===== src/rtl/osc_regs_pkg.sv =====
// Package with register map, field layout and timing constants of the oscillator register bank.
`default_nettype none
package osc_regs_pkg;
   // Register byte offsets (base registers); aliases sit at +4, +8 and +c.
   localparam logic [7:0] OFF_OSC_CTRL  = 8'h00;
   localparam logic [7:0] OFF_TUNING    = 8'h10;
   localparam logic [7:0] OFF_REF_CTRL  = 8'h20;
   localparam logic [7:0] OFF_REF_TRIM  = 8'h30;
   localparam logic [7:0] OFF_UNLOCK    = 8'h40;
   localparam logic [1:0] ALIAS_NONE    = 2'h0;
   localparam logic [1:0] ALIAS_CLR     = 2'h1;
   localparam logic [1:0] ALIAS_SET     = 2'h2;
   localparam logic [1:0] ALIAS_INV     = 2'h3;
   // Unlock keys, written in order to the unlock register.
   localparam logic [31:0] UNLOCK_KEY1  = 32'haa996655;
   localparam logic [31:0] UNLOCK_KEY2  = 32'h556699aa;
   // Oscillator control field positions.
   localparam int POS_PLL_ODIV   = 27;
   localparam int POS_FRC_DIV    = 24;
   localparam int POS_SOSC_RDY   = 22;
   localparam int POS_PB_RDY     = 21;
   localparam int POS_PB_DIV     = 19;
   localparam int POS_PLL_MULT   = 16;
   localparam int POS_CUR_SRC    = 12;
   localparam int POS_NEW_SRC    = 8;
   localparam int POS_CLK_LOCK   = 7;
   localparam int POS_PLL_LOCK   = 5;
   localparam int POS_SLEEP_EN   = 4;
   localparam int POS_CLK_FAIL   = 3;
   localparam int POS_SOSC_EN    = 1;
   localparam int POS_SWITCH_EN  = 0;
   // Writable masks of each register.
   localparam logic [31:0] MASK_OSC_CTRL = 32'h3f1f079f;
   localparam logic [31:0] MASK_TUNING   = 32'h0000003f;
   localparam logic [31:0] MASK_REF_CTRL = 32'h7fffb30f;
   localparam logic [31:0] MASK_REF_TRIM = 32'hff800000;
   // Reset values.
   localparam logic [2:0] RST_FRC_DIV    = 3'h1;
   localparam logic [1:0] RST_PB_DIV     = 2'h3;
   localparam int         CFG_ODIV_LSB   = 16;
   // Clock timing: 20 MHz bus clock.
   localparam int CLK_HZ          = 20_000_000;
   localparam int SWITCH_TIME_NS  = 1000;
   localparam int SWITCH_CYCLES   = (SWITCH_TIME_NS * (CLK_HZ / 1_000_000) + 999) / 1000;
   localparam int PB_BUSY_CYCLES  = 8;
endpackage
`default_nettype wire


===== src/rtl/oscillator_control_regs.sv =====
// Oscillator control register bank with clear/set/invert aliases on classic Wishbone.
// How it works
// - Control, tuning, reference and trim registers have clear, set and invert aliases at offsets 4, 8 and c.
// - Alias writes clear, set or toggle valid bits where the written bit is one.
// - PLL output divider bits 29-27 select ratios 1 through 64 and 256.
// - PLL output divider loads from configuration word two bits 18:16 at reset.
// - Fast RC divider bits 26-24 select ratios 1 through 64 and 256.
// - Fast RC divider resets to code one, divide by two.
// - Bit 22 reads one only when the secondary oscillator is stable.
// - Bit 21 reads one when the peripheral divisor may be written; resets one.
// - Bits 31-30 and 23 read zero and ignore writes.
// - Reading the control register clears the clock fail flag.
// - A six-bit tuning field adjusts the fast RC oscillator frequency.
// - Trim register gives fractional trim to the 15-bit reference divider.
// - Control register steers switching and reports source, lock and failure.
// - A monitor flags failure of the active clock.
// - Peripheral divisor codes divide by 1, 2, 4, 8; default code three.
// - Switch enable starts a source change and reads zero when done.
// - Control and tuning writes need the unlock sequence first.
//
// The Wishbone interface to the registers and the address map are this design's own decisions.
`default_nettype none
module oscillator_control_regs
   import osc_regs_pkg::*;
#(
   parameter int FAIL_TIMEOUT = 16
) (
   input  wire logic        clk_i,          // 20 MHz bus clock.
   input  wire logic        rst_i,          // Synchronous reset, active high.
   input  wire logic        cyc_i,          // Wishbone cycle.
   input  wire logic        stb_i,          // Wishbone strobe.
   input  wire logic        we_i,           // Wishbone write enable.
   input  wire logic [7:0]  adr_i,          // Wishbone byte address.
   input  wire logic [3:0]  sel_i,          // Wishbone byte selects.
   input  wire logic [31:0] dat_i,          // Wishbone write data.
   output logic      [31:0] dat_o,          // Wishbone read data.
   output logic             ack_o,          // Wishbone acknowledge.
   input  wire logic [31:0] config_word_two_i, // Configuration word two.
   input  wire logic [1:0]  config_pb_div_i,   // Peripheral divisor power-on value.
   input  wire logic [2:0]  config_new_src_i,  // Power-on clock source.
   input  wire logic [2:0]  config_pll_mult_i, // Power-on PLL multiplier.
   input  wire logic        secondary_osc_stable_i, // Secondary oscillator stable.
   input  wire logic        pll_locked_i,   // PLL lock status.
   input  wire logic        clk_activity_i, // Toggle from active clock.
   output logic      [2:0]  current_source_o, // Clock source in use.
   output logic      [8:0]  pll_out_ratio_o,  // PLL output divide ratio.
   output logic      [8:0]  fast_rc_ratio_o,  // Fast RC divide ratio.
   output logic      [3:0]  periph_ratio_o,   // Peripheral clock divide ratio.
   output logic      [5:0]  tuning_field_o,   // Fast RC tuning.
   output logic      [14:0] reference_divider_o, // Reference divider.
   output logic      [8:0]  reference_trim_field_o, // Reference trim.
   output logic             secondary_osc_en_o, // Secondary oscillator enable.
   output logic             clock_fail_flag_o   // Clock failure flagged.
);
   initial begin
      if (FAIL_TIMEOUT < 2) $error("FAIL_TIMEOUT too small");
   end

   logic [31:0] ctrl_ff, tun_ff, refc_ff, trim_ff;
   logic [31:0] nxt_ctrl, nxt_tun, nxt_refc, nxt_trim;
   logic        ack_ff;
   logic [31:0] rdata_ff;
   logic [1:0]  unlock_ff;
   logic [2:0]  cur_src_ff;
   logic        sosc_rdy_ff;
   logic        pb_rdy_ff;
   logic [3:0]  pb_busy_ff;
   logic [7:0]  sw_cnt_ff;
   logic        sw_active_ff;
   logic        fail_pulse;
   logic        por_load_ff;

   wire req      = cyc_i && stb_i && !ack_ff;
   wire wr       = req && we_i;
   wire rd       = req && !we_i;
   wire [1:0] al = adr_i[3:2];
   wire [7:0] base = {adr_i[7:4], 4'h0};
   wire unlocked = (unlock_ff == 2'h2);

   logic [31:0] bmask;
   always_comb begin
      bmask = {{8{sel_i[3]}}, {8{sel_i[2]}}, {8{sel_i[1]}}, {8{sel_i[0]}}};
   end

   // Alias arithmetic applied to one register in a single cycle.
   function automatic logic [31:0] apply(input logic [31:0] cur, input logic [31:0] d,
                                         input logic [31:0] m, input logic [1:0] kind);
      logic [31:0] r;
      r = cur;
      unique case (kind)
         ALIAS_NONE: r = (cur & ~m) | (d & m);
         ALIAS_CLR:  r = cur & ~(d & m);
         ALIAS_SET:  r = cur | (d & m);
         ALIAS_INV:  r = cur ^ (d & m);
      endcase
      return r;
   endfunction

   // Wishbone answer: one wait state, ack one cycle after the strobe is seen.
   always_ff @(posedge clk_i) begin
      if (rst_i) begin
         ack_ff <= 1'b0;
      end else begin
         ack_ff <= req;
      end
   end
   assign ack_o = ack_ff;
   assign dat_o = rdata_ff;

   // Unlock sequence: two keys in order arm one control or tuning write.
   always_ff @(posedge clk_i) begin
      if (rst_i) begin
         unlock_ff <= 2'h0;
      end else if (wr && base == OFF_UNLOCK) begin
         if (dat_i == UNLOCK_KEY1) begin
            unlock_ff <= 2'h1;
         end else if (dat_i == UNLOCK_KEY2 && unlock_ff == 2'h1) begin
            unlock_ff <= 2'h2;
         end else begin
            unlock_ff <= 2'h0;
         end
      end else if (wr && unlocked && (base == OFF_OSC_CTRL || base == OFF_TUNING)) begin
         unlock_ff <= 2'h0;
      end
   end

   // Next values of the writable register images.
   always_comb begin
      logic [31:0] wc;
      wc       = apply(ctrl_ff, dat_i, bmask & MASK_OSC_CTRL, al);
      nxt_ctrl = ctrl_ff;
      nxt_tun  = tun_ff;
      nxt_refc = refc_ff;
      nxt_trim = trim_ff;
      if (wr && unlocked && base == OFF_OSC_CTRL) begin
         nxt_ctrl = wc;
         if (!pb_rdy_ff) begin
            nxt_ctrl[POS_PB_DIV +: 2] = ctrl_ff[POS_PB_DIV +: 2];
         end
         // Clock fail is hardware set; software may only clear it.
         nxt_ctrl[POS_CLK_FAIL] = ctrl_ff[POS_CLK_FAIL] & wc[POS_CLK_FAIL];
      end
      if (wr && unlocked && base == OFF_TUNING) begin
         nxt_tun = apply(tun_ff, dat_i, bmask & MASK_TUNING, al);
      end
      if (wr && base == OFF_REF_CTRL) begin
         nxt_refc = apply(refc_ff, dat_i, bmask & MASK_REF_CTRL, al);
      end
      if (wr && base == OFF_REF_TRIM) begin
         nxt_trim = apply(trim_ff, dat_i, bmask & MASK_REF_TRIM, al);
      end
      if (rd && base == OFF_OSC_CTRL && al == ALIAS_NONE) begin
         nxt_ctrl[POS_CLK_FAIL] = 1'b0;
      end
      if (sw_active_ff && sw_cnt_ff == 8'(SWITCH_CYCLES - 1)) begin
         nxt_ctrl[POS_SWITCH_EN] = 1'b0;
      end
      if (fail_pulse) begin
         nxt_ctrl[POS_CLK_FAIL] = 1'b1;
      end
      nxt_ctrl = nxt_ctrl & MASK_OSC_CTRL;
   end

   // Power-on values; configuration-word fields are caught the cycle after release.
   always_ff @(posedge clk_i) begin
      if (rst_i) begin
         por_load_ff <= 1'b1;
         ctrl_ff     <= 32'h0;
         ctrl_ff[POS_FRC_DIV +: 3] <= RST_FRC_DIV;
         ctrl_ff[POS_PB_DIV +: 2]  <= RST_PB_DIV;
         tun_ff      <= 32'h0;
         refc_ff     <= 32'h0;
         trim_ff     <= 32'h0;
      end else if (por_load_ff) begin
         por_load_ff <= 1'b0;
         ctrl_ff[POS_PLL_ODIV +: 3] <= config_word_two_i[CFG_ODIV_LSB +: 3];
         ctrl_ff[POS_PB_DIV +: 2]   <= config_pb_div_i;
         ctrl_ff[POS_PLL_MULT +: 3] <= config_pll_mult_i;
         ctrl_ff[POS_NEW_SRC +: 3]  <= config_new_src_i;
      end else begin
         ctrl_ff <= nxt_ctrl;
         tun_ff  <= nxt_tun;
         refc_ff <= nxt_refc;
         trim_ff <= nxt_trim;
      end
   end

   // Clock switch sequencing: count out the switch time, then adopt the new source.
   always_ff @(posedge clk_i) begin
      if (rst_i) begin
         sw_active_ff <= 1'b0;
         sw_cnt_ff    <= 8'h0;
         cur_src_ff   <= 3'h0;
      end else if (por_load_ff) begin
         cur_src_ff   <= config_new_src_i;
      end else if (!sw_active_ff) begin
         sw_cnt_ff    <= 8'h0;
         sw_active_ff <= ctrl_ff[POS_SWITCH_EN];
      end else if (sw_cnt_ff == 8'(SWITCH_CYCLES - 1)) begin
         sw_active_ff <= 1'b0;
         cur_src_ff   <= ctrl_ff[POS_NEW_SRC +: 3];
      end else begin
         sw_cnt_ff    <= sw_cnt_ff + 8'h1;
      end
   end

   // Peripheral divisor ready drops while a new divisor settles.
   always_ff @(posedge clk_i) begin
      if (rst_i) begin
         pb_rdy_ff  <= 1'b1;
         pb_busy_ff <= 4'h0;
      end else if (ctrl_ff[POS_PB_DIV +: 2] != nxt_ctrl[POS_PB_DIV +: 2] && !por_load_ff) begin
         pb_rdy_ff  <= 1'b0;
         pb_busy_ff <= 4'(PB_BUSY_CYCLES);
      end else if (pb_busy_ff != 4'h0) begin
         pb_busy_ff <= pb_busy_ff - 4'h1;
         pb_rdy_ff  <= (pb_busy_ff == 4'h1);
      end
   end

   always_ff @(posedge clk_i) begin
      if (rst_i) begin
         sosc_rdy_ff <= 1'b0;
      end else begin
         sosc_rdy_ff <= secondary_osc_stable_i && ctrl_ff[POS_SOSC_EN];
      end
   end

   // Composed control register view with status fields.
   logic [31:0] ctrl_view;
   always_comb begin
      ctrl_view = ctrl_ff & MASK_OSC_CTRL;
      ctrl_view[POS_SOSC_RDY] = sosc_rdy_ff;
      ctrl_view[POS_PB_RDY]   = pb_rdy_ff;
      ctrl_view[POS_CUR_SRC +: 3] = cur_src_ff;
      ctrl_view[POS_PLL_LOCK] = pll_locked_i;
   end

   // Read data; alias reads return zero and carry no meaning.
   always_ff @(posedge clk_i) begin
      if (rst_i) begin
         rdata_ff <= 32'h0;
      end else if (rd) begin
         rdata_ff <= 32'h0;
         if (al == ALIAS_NONE) begin
            unique case (base)
               OFF_OSC_CTRL: rdata_ff <= ctrl_view;
               OFF_TUNING:   rdata_ff <= tun_ff;
               OFF_REF_CTRL: rdata_ff <= refc_ff;
               OFF_REF_TRIM: rdata_ff <= trim_ff;
               default:      rdata_ff <= 32'h0;
            endcase
         end
      end
   end

   clock_fail_monitor #(
      .TIMEOUT (FAIL_TIMEOUT)
   ) u_fail (
      .clk_i    (clk_i),
      .rst_i    (rst_i),
      .enable_i (!por_load_ff),
      .act_i    (clk_activity_i),
      .fail_o   (fail_pulse)
   );

   pow2_divider u_pll_div (
      .code_i  (ctrl_ff[POS_PLL_ODIV +: 3]),
      .ratio_o (pll_out_ratio_o)
   );

   pow2_divider u_frc_div (
      .code_i  (ctrl_ff[POS_FRC_DIV +: 3]),
      .ratio_o (fast_rc_ratio_o)
   );

   assign periph_ratio_o         = 4'h1 << ctrl_ff[POS_PB_DIV +: 2];
   assign current_source_o       = cur_src_ff;
   assign tuning_field_o         = tun_ff[5:0];
   assign reference_divider_o    = refc_ff[30:16];
   assign reference_trim_field_o = trim_ff[31:23];
   assign secondary_osc_en_o     = ctrl_ff[POS_SOSC_EN];
   assign clock_fail_flag_o      = ctrl_ff[POS_CLK_FAIL];
endmodule
`default_nettype wire


===== src/rtl/pow2_divider.sv =====
// Power-of-two divide ratio decoder: codes 0..7 give 1,2,4,8,16,32,64,256.
`default_nettype none
module pow2_divider
   import osc_regs_pkg::*;
(
   input  wire logic [2:0] code_i,   // Divider code.
   output logic      [8:0] ratio_o   // Decoded ratio.
);
   always_comb begin
      if (code_i == 3'h7) begin
         ratio_o = 9'h100;
      end else begin
         ratio_o = 9'h001 << code_i;
      end
   end
endmodule
`default_nettype wire


===== src/rtl/clock_fail_monitor.sv =====
// Watchdog that flags a stall of the monitored clock's activity toggle.
`default_nettype none
module clock_fail_monitor #(
   parameter int TIMEOUT = 16
) (
   input  wire logic clk_i,       // Bus clock.
   input  wire logic rst_i,       // Synchronous reset.
   input  wire logic enable_i,    // Monitoring allowed.
   input  wire logic act_i,       // Toggle from the active clock domain.
   output logic      fail_o       // One-cycle pulse on failure.
);
   initial begin
      if (TIMEOUT < 2) $error("TIMEOUT too small");
   end
   logic [1:0]  sync_ff;
   logic        last_ff;
   logic [15:0] cnt_ff;
   always_ff @(posedge clk_i) begin
      if (rst_i) begin
         sync_ff <= 2'h0;
         last_ff <= 1'b0;
      end else begin
         sync_ff <= {sync_ff[0], act_i};
         last_ff <= sync_ff[1];
      end
   end
   always_ff @(posedge clk_i) begin
      if (rst_i || !enable_i || (sync_ff[1] != last_ff)) begin
         cnt_ff <= 16'h0;
      end else if (cnt_ff != 16'(TIMEOUT)) begin
         cnt_ff <= cnt_ff + 16'h1;
      end
   end
   assign fail_o = enable_i && (cnt_ff == 16'(TIMEOUT - 1)) && (sync_ff[1] == last_ff);
endmodule
`default_nettype wire


===== config.mk =====
export PLATFORM = sky130hd
export DESIGN_NAME = oscillator_control_regs
export DESIGN_NICKNAME = d
export VERILOG_FILES = /design/src/rtl/osc_regs_pkg.sv /design/src/rtl/oscillator_control_regs.sv /design/src/rtl/pow2_divider.sv /design/src/rtl/clock_fail_monitor.sv
export SDC_FILE = /design/constraint.sdc
export NUM_CORES = 1
export LEC_CHECK = 0
export BUFFER_PORTS_ARGS = -buffer_cell sky130_fd_sc_hd__buf_4
export CAP_MARGIN = 20
export CORE_UTILIZATION = 30
export CTS_CLUSTER_DIAMETER = 100
export DETAILED_ROUTE_END_ITERATION = 10
export GPL_TIMING_DRIVEN = 1
export PLACE_DENSITY = 0.59
export SETUP_SLACK_MARGIN = 0.4
export SLEW_MARGIN = 25
export SYNTH_ARGS = -nofsm -noshare
export SYNTH_HDL_FRONTEND = slang
export SYNTH_SLANG_ARGS = --single-unit
export TNS_END_PERCENT = 100

===== constraint.sdc =====
create_clock -name clk_i -period 2.8 [get_ports clk_i]
set_input_delay 0.7 -clock clk_i [delete_from_list [all_inputs] [get_ports clk_i]]
set_output_delay 0.7 -clock clk_i [all_outputs]
set_load 0.1 [all_outputs]

== Word-level counts from Yosys, hierarchy flattened ==
Cells that the tools add are included.

* Register bits: 189
* Bits in latches: 0
* Output and inout bits: 90
* Input port bits: 92
* Memory bits (read-only): 0
* Memories: 0
* Memory bits (writable): 0
* Logic and storage cells: 159

* Bitwise operators: 34
* Shift-type cells: 3
* $add $sub $neg: 3
* Muxes and demuxes: 32
* Order comparisons: 0
* Reduce and logical (&&, ||, !) cells: 44
* $mul: 0
* Equal/unequal tests: 21
* Div/mod/pow operators: 0

{| class="wikitable"
|+ Operators with widths
! operator !! count
|-
| 32-bit case mux with 4 select lines || 4
|-
| 32-bit bitwise AND || 7
|-
| 32-bit OR || 6
|-
| 32-bit inverter || 4
|-
| 30-bit case mux with 4 select lines || 1
|-
| 32-bit bitwise XOR || 3
|-
| 30-bit bitwise AND || 3
|-
| 30-bit inverter || 2
|-
| 30-bit OR || 2
|-
| 32-bit by 31-bit bitwise AND with 32-bit output || 1
|-
| 32-bit by 6-bit bitwise AND with 32-bit output || 1
|-
| 32-bit by 31-bit equality test with 1-bit output, second input constant || 1
|-
| 32-bit equality test, second input constant || 1
|-
| 32-bit 2-to-1 mux || 1
|-
| 31-bit inverter with 32-bit output || 1
|-
| 6-bit inverter with 32-bit output || 1
|-
| 30-bit 2-to-1 mux || 1
|-
| 30-bit bitwise XOR || 1
|-
| 1-bit logical AND || 19
|-
| 9-bit 2-to-1 mux || 2
|-
| 1-bit by 3-bit << shifter with 9-bit output, first input constant || 2
|-
| 16-bit by 1-bit adder with 16-bit output, second input constant || 1
|-
| 16-bit by 4-bit equality test with 1-bit output, second input constant || 1
|-
| 8-bit 2-to-1 mux || 2
|-
| 31 further kinds || 69
|}

== Depth between registers and ports, before layout ==
* Depth in word-level cells: 9
* Gate-level depth with buffers: 9

== Cells and area by module ==
Synthesis repeated with hierarchy kept, for this count alone.

* Cells, all modules: 1010
* Area total of the unflattened synthesis: 8286.7 um2

{| class="wikitable"
|+ Modules (own cells, without submodules)
! module !! seq. area each (um2) !! area each (um2) !! instances !! cells each
|-
| oscillator_control_regs || 2222.1 || 7180.6 || 1 || 882
|-
| clock_fail_monitor || 380.4 || 953.4 || 1 || 108
|-
| pow2_divider || 0.0 || 76.3 || 2 || 10
|}

== Worst setup path before layout ==
OpenSTA, ideal clock, no wires.

* Kind: register to output
* Start point: register ctrl_ff[25]
* End point: output fast_rc_ratio_o[2]
* Cell stages (with the launch flop): 3
* Buffers on the path: 1
* Data arrival time: 2.802 ns
* Slack: -0.702 ns
* Cells stage by stage: dfxtp_1 clkbuf_1 nor3b_1

* Cells in the longest elaborated chain, start to end: 2
* Elaborated cells between the ends (all ways): 3
* Those cells by class: eq/ne: 1; shift: 1; mux: 1

{| class="wikitable"
|+ Ends and longest elaborated chain
! item !! RTL line !! RTL
|-
| start, declared || oscillator_control_regs.sv:59 || <nowiki>logic [31:0] ctrl_ff, tun_ff, refc_ff, trim_ff;</nowiki>
|-
| start signal, assigned by index || oscillator_control_regs.sv:176 || <nowiki>ctrl_ff[POS_PLL_ODIV +: 3] <= config_word_two_i[CFG_ODIV_LSB +: 3];</nowiki>
|-
| start signal, assigned by index || oscillator_control_regs.sv:177 || <nowiki>ctrl_ff[POS_PB_DIV +: 2] <= config_pb_div_i;</nowiki>
|-
| start signal, assigned by index || oscillator_control_regs.sv:178 || <nowiki>ctrl_ff[POS_PLL_MULT +: 3] <= config_pll_mult_i;</nowiki>
|-
| 3-bit equality test or 1-bit by 3-bit << shifter with 9-bit output (tied branches) || pow2_divider.sv:10, pow2_divider.sv:13 ||
|-
| 9-bit 2-to-1 mux (*) || pow2_divider.sv:10 || <nowiki>if (code_i == 3'h7) begin</nowiki>
|-
| end, declared || oscillator_control_regs.sv:47 || <nowiki>output logic [8:0] fast_rc_ratio_o,</nowiki>
|}

Every way passes the cells marked *; elsewhere a longest branch is shown, timed or not.

== Worst setup path after layout ==
* Start point: register ctrl_ff[28]
* End point: output pll_out_ratio_o[2]

* Cells in the longest elaborated chain, start to end: 2
* Elaborated cells between the ends (all ways): 3
* Those cells by class: eq/ne: 1; shift: 1; mux: 1

{| class="wikitable"
|+ Ends and longest elaborated chain
! item !! RTL line !! RTL
|-
| 3-bit equality test or 1-bit by 3-bit << shifter with 9-bit output (tied branches) || pow2_divider.sv:10, pow2_divider.sv:13 ||
|-
| 9-bit 2-to-1 mux (*) || pow2_divider.sv:10 ||
|-
| end, declared || oscillator_control_regs.sv:46 || <nowiki>output logic [8:0] pll_out_ratio_o,</nowiki>
|}

Marks and branches as above.

==> flow_metrics.env <==
export IMPL_syn_inst=1059
export IMPL_worst_slew_pin_slew_ns=0.566
export IMPL_irDropWorstVdd_mv=0.320
export IMPL_gp_congestion=0.839
export IMPL_synth_top_cell_by_area="dfxtp_1"
export IMPL_rsz0062_at_grt="no"
export IMPL_h_tree_depth=4
export IMPL_rows=60
export IMPL_drv_cap=0
export IMPL_drive_above_1_share_pct=21.0
export IMPL_cts_buffer_depth=2
export IMPL_overflow=0
export IMPL_cp_max_fo=7
export IMPL_via_count=8140
export IMPL_cts_tree="done"
export IMPL_firstDrtPassIters=5
export IMPL_start_util_pct=30.7
export IMPL_p_leak_uw=0.00422
export IMPL_critPathCaptureType="primary output"
export IMPL_die_h_um=168
export IMPL_cts_setup_buffers=0
export IMPL_slew_headroom_pct=61.9
export IMPL_status="finished clean"
export IMPL_antenna_left=0
export IMPL_async_flop_share_pct=0
export IMPL_critPathKind="reg -> out"
export IMPL_port_buffers=146
export IMPL_holdCritStartpoint="u_fail.sync_ff[0]"
export IMPL_fin_crit_sh_pct=84.2
export IMPL_grt_max_degree=52
export IMPL_setup_tns_ns=0
export IMPL_clkSinkCount=130
export IMPL_ios=182
export IMPL_grt_pass1_vias=7598
export IMPL_crit_buf_inv=2
export IMPL_cts_hold_buf=0
export IMPL_critPathArrivalTime_ns=1.66
export IMPL_die_area_sq_um=28400
export IMPL_via_per_inst=5.26
export IMPL_cts_root_buf="clkbuf_16"
export IMPL_yosys_top_cells_area="dfxtp_1 31%, ha_1 9.8%, a21oi_1 6.3%"
export IMPL_clk_pin_slew_worst_paths_ns=0.06
export IMPL_clkLatencyLatePin_ns=0.43
export IMPL_hold_viol_final=0
export IMPL_setup_viol=0
export IMPL_r2r_start="ctrl_ff[20]"
export IMPL_seqCellArea_sq_um=2610
export IMPL_layout_cells_non_filler=1547
export IMPL_antenna_found_initial=0
export IMPL_power_density_nw_per_um2=492
export IMPL_syn_area_sq_um=8310
export IMPL_critPathLaunchType="register"
export IMPL_synth_edf_count=0
export IMPL_grt_pass1_wl_um=42500
export IMPL_fin_ws_ns=0.444
export IMPL_numCtsBuffers=17
export IMPL_ff2ff_path_depth=6
export IMPL_fmax_mhz=424
export IMPL_regToRegSetupSlack_ns=0.77
export IMPL_synth_cell_types=64
export IMPL_min_delay_path_class="reg -> reg"
export IMPL_r2r_end="pb_rdy_ff"
export IMPL_place_inst=1515
export IMPL_ys_warn_count=0
export IMPL_synth_top_flop_cell="dfxtp_1"
export IMPL_grt_usage_pct=19.2
export IMPL_areaGrowthSynthToFinish_pct=24.8
export IMPL_synthDominantCellAreaShare_pct=31.3
export IMPL_finalMaxSlewViolations=0
export IMPL_routedWlPerCell_um=17.5
export IMPL_diodes=0
export IMPL_clock_skew_ns=0.00802
export IMPL_multi_input_area_sq_um=5270
export IMPL_nets=1319
export IMPL_ys_ff_latch=130
export IMPL_slowest_stage="dfxtp_2"
export IMPL_max_stage_delay_ns=0.48
export IMPL_hpwl_um=19800
export IMPL_drcViolationCount=0
export IMPL_pre_cts_slack_ns=0.318
export IMPL_worstPathCellList="inv_1 -> nor3_2 -> buf_4"
export IMPL_critPathRequiredTime_ns=2.10
export IMPL_yosysSeqAreaShare_pct=31.3
export IMPL_wirelength_um=27100
export IMPL_fin_crit_ns=2.36
export IMPL_worstHoldEndpoint="u_fail.sync_ff[1]"
export IMPL_cpLargestDelayFamily="buffers and inverters"
export IMPL_fillers=2792
export IMPL_drt_iter0_drc=568
export IMPL_die_w_um=168
export IMPL_core_area_sq_um=27100
export IMPL_synth_avg_cell_area_sq_um=7.85
export IMPL_hold_depth=1
## cell type report
type,count,area share (%)
clock inverters,14,1.59
repair buffers,178,13.1
inverters,21,0.760
clock buffers,18,4.14
multi-input cells,814,50.8
well taps,372,4.49
flip-flops and latches,130,25.1
## layout by cell type, fill, tap and decap left out, types with 4 or more instances in the layout
cell type	Yosys	routed
buf_4	20	176
dfxtp_1	130	127
nand2_1	123	123
nor2_1	117	115
a21oi_1	104	104
ha_1	65	65
o21ai_0	61	61
a22oi_1	25	25
mux2i_1	22	22
nor3_1	31	22
inv_1	21	21
a221oi_1	21	21
a211oi_1	20	20
nand3_1	18	18
nor2b_1	17	17
clkbuf_16	0	17
xor2_1	16	16
o211ai_1	14	14
nand4_1	11	11
a211o_1	11	11
nand2b_1	10	10
nor4_1	10	10
and3_1	9	9
mux2_2	9	9
xnor2_1	8	8
a22o_1	7	7
nor3_2	0	6
a21boi_0	6	6
a2bb2oi_1	6	6
and2_1	5	5
o21a_1	5	5
nor4bb_1	5	5
clkinvlp_4	0	5
nor3_4	1	4
nor4b_1	4	4
nor3b_1	7	4
conb_1	1	4
clkinv_2	0	4
## per-layer routing
layer / GRT usage (%) / vias to the layer above / share of wire, %
met2: 30.1 / 264 / 45
met5: 0 / - / 0
met1: 25.7 / 3808 / 46
met3: 3.83 / 51 / 5.9
li1: - / 4017 / -
met4: 7.94 / 0 / 3.1
## power by group
part           switching (uW)  internal (uW)
registers                59.0           1900
logic                     557            313
clock network             878           1390
total                    1490           3610
## cell families (layout without fill, tap and decap cells)
logic type	after synthesis	in the layout	synth area share (%)
adder cells (fa/ha/maj)	65	65	9.78
multiplexers	31	31	3.87
AND/OR/NAND/NOR	393	393	23.2
other	1	4	0.0451
buffers and inverters	118	231	6.56
flip-flops	130	130	31.3
AO/OA/AOI/OAI	297	297	22.7
XOR/XNOR	24	24	2.53
## sequential cells by signal, indices dropped and copies added (netlist names), 2 cells and up
name,flops
refc_ff,24
pb_busy_ff,4
u_fail.sync_ff,2
ctrl_ff,20
tun_ff,6
current_source_o,3
unlock_ff,2
trim_ff,9
sw_cnt_ff,8
u_fail.cnt_ff,16
dat_o,30
## per-stage QoR
step / total power [uW] / utilization (%) / hold WS (ns) / instance area (sq um)
after global routing: 5320 / 38.3 / 0.463 / 10400
after global placement: 2850 / 36.1 / 0.423 / 9780
after floorplan: 2600 / - / 0.414 / 8420
after detailed placement: 2870 / 36.1 / 0.438 / 9780
after CTS: 5140 / 38.3 / 0.451 / 10400
final: 5100 / 38.3 / 0.448 / 10400
## worst max path at each step
stage	startpoint	cells past startpoint	slack, ns	endpoint
2_1_floorplan	ctrl_ff[19]	2	0.12	periph_ratio_o[1]
3_3_place_gp	adr_i[5]	7	0.31	ctrl_ff[29]
3_5_place_dp	adr_i[5]	7	0.32	ctrl_ff[27]
4_1_cts	ctrl_ff[28]	3	0.45	pll_out_ratio_o[2]
5_1_grt	ctrl_ff[28]	3	0.41	pll_out_ratio_o[6]
6_report	ctrl_ff[28]	3	0.44	pll_out_ratio_o[2]
## repair_timing
action,CTS,global route
gates resized for setup,3,0
endpoints found under the hold margin,0,0
setup endpoints to repair,7,0
## worst reg2reg max path, cell delays in order, from the launching register on
cell,delay (ns)
dfxtp_1,0.46
ha_1,0.27
or2_2,0.29
and3_1,0.17
o221a_2,0.31
nor4_4,0.28
o41ai_1,0.12
## synthesized netlist by cell type, drive strengths merged (7+ instances only)
| cell | number |
|---|---|
| o21ai | 62 |
| nor4 | 13 |
| nand4 | 11 |
| and3 | 9 |
| nand3 | 18 |
| nand2 | 123 |
| xor2 | 16 |
| a22oi | 25 |
| buf | 42 |
| a221oi | 21 |
| nor2 | 117 |
| nand2b | 10 |
| nor2b | 17 |
| clkbuf | 55 |
| mux2i | 22 |
| a211o | 11 |
| ha | 65 |
| nor3 | 32 |
| a21oi | 104 |
| a211oi | 20 |
| o211ai | 14 |
| inv | 21 |
| xnor2 | 8 |
| nor3b | 7 |
| a22o | 7 |
| dfxtp | 130 |
| mux2 | 9 |
Note: power is estimated with default switching activity, not from simulation.
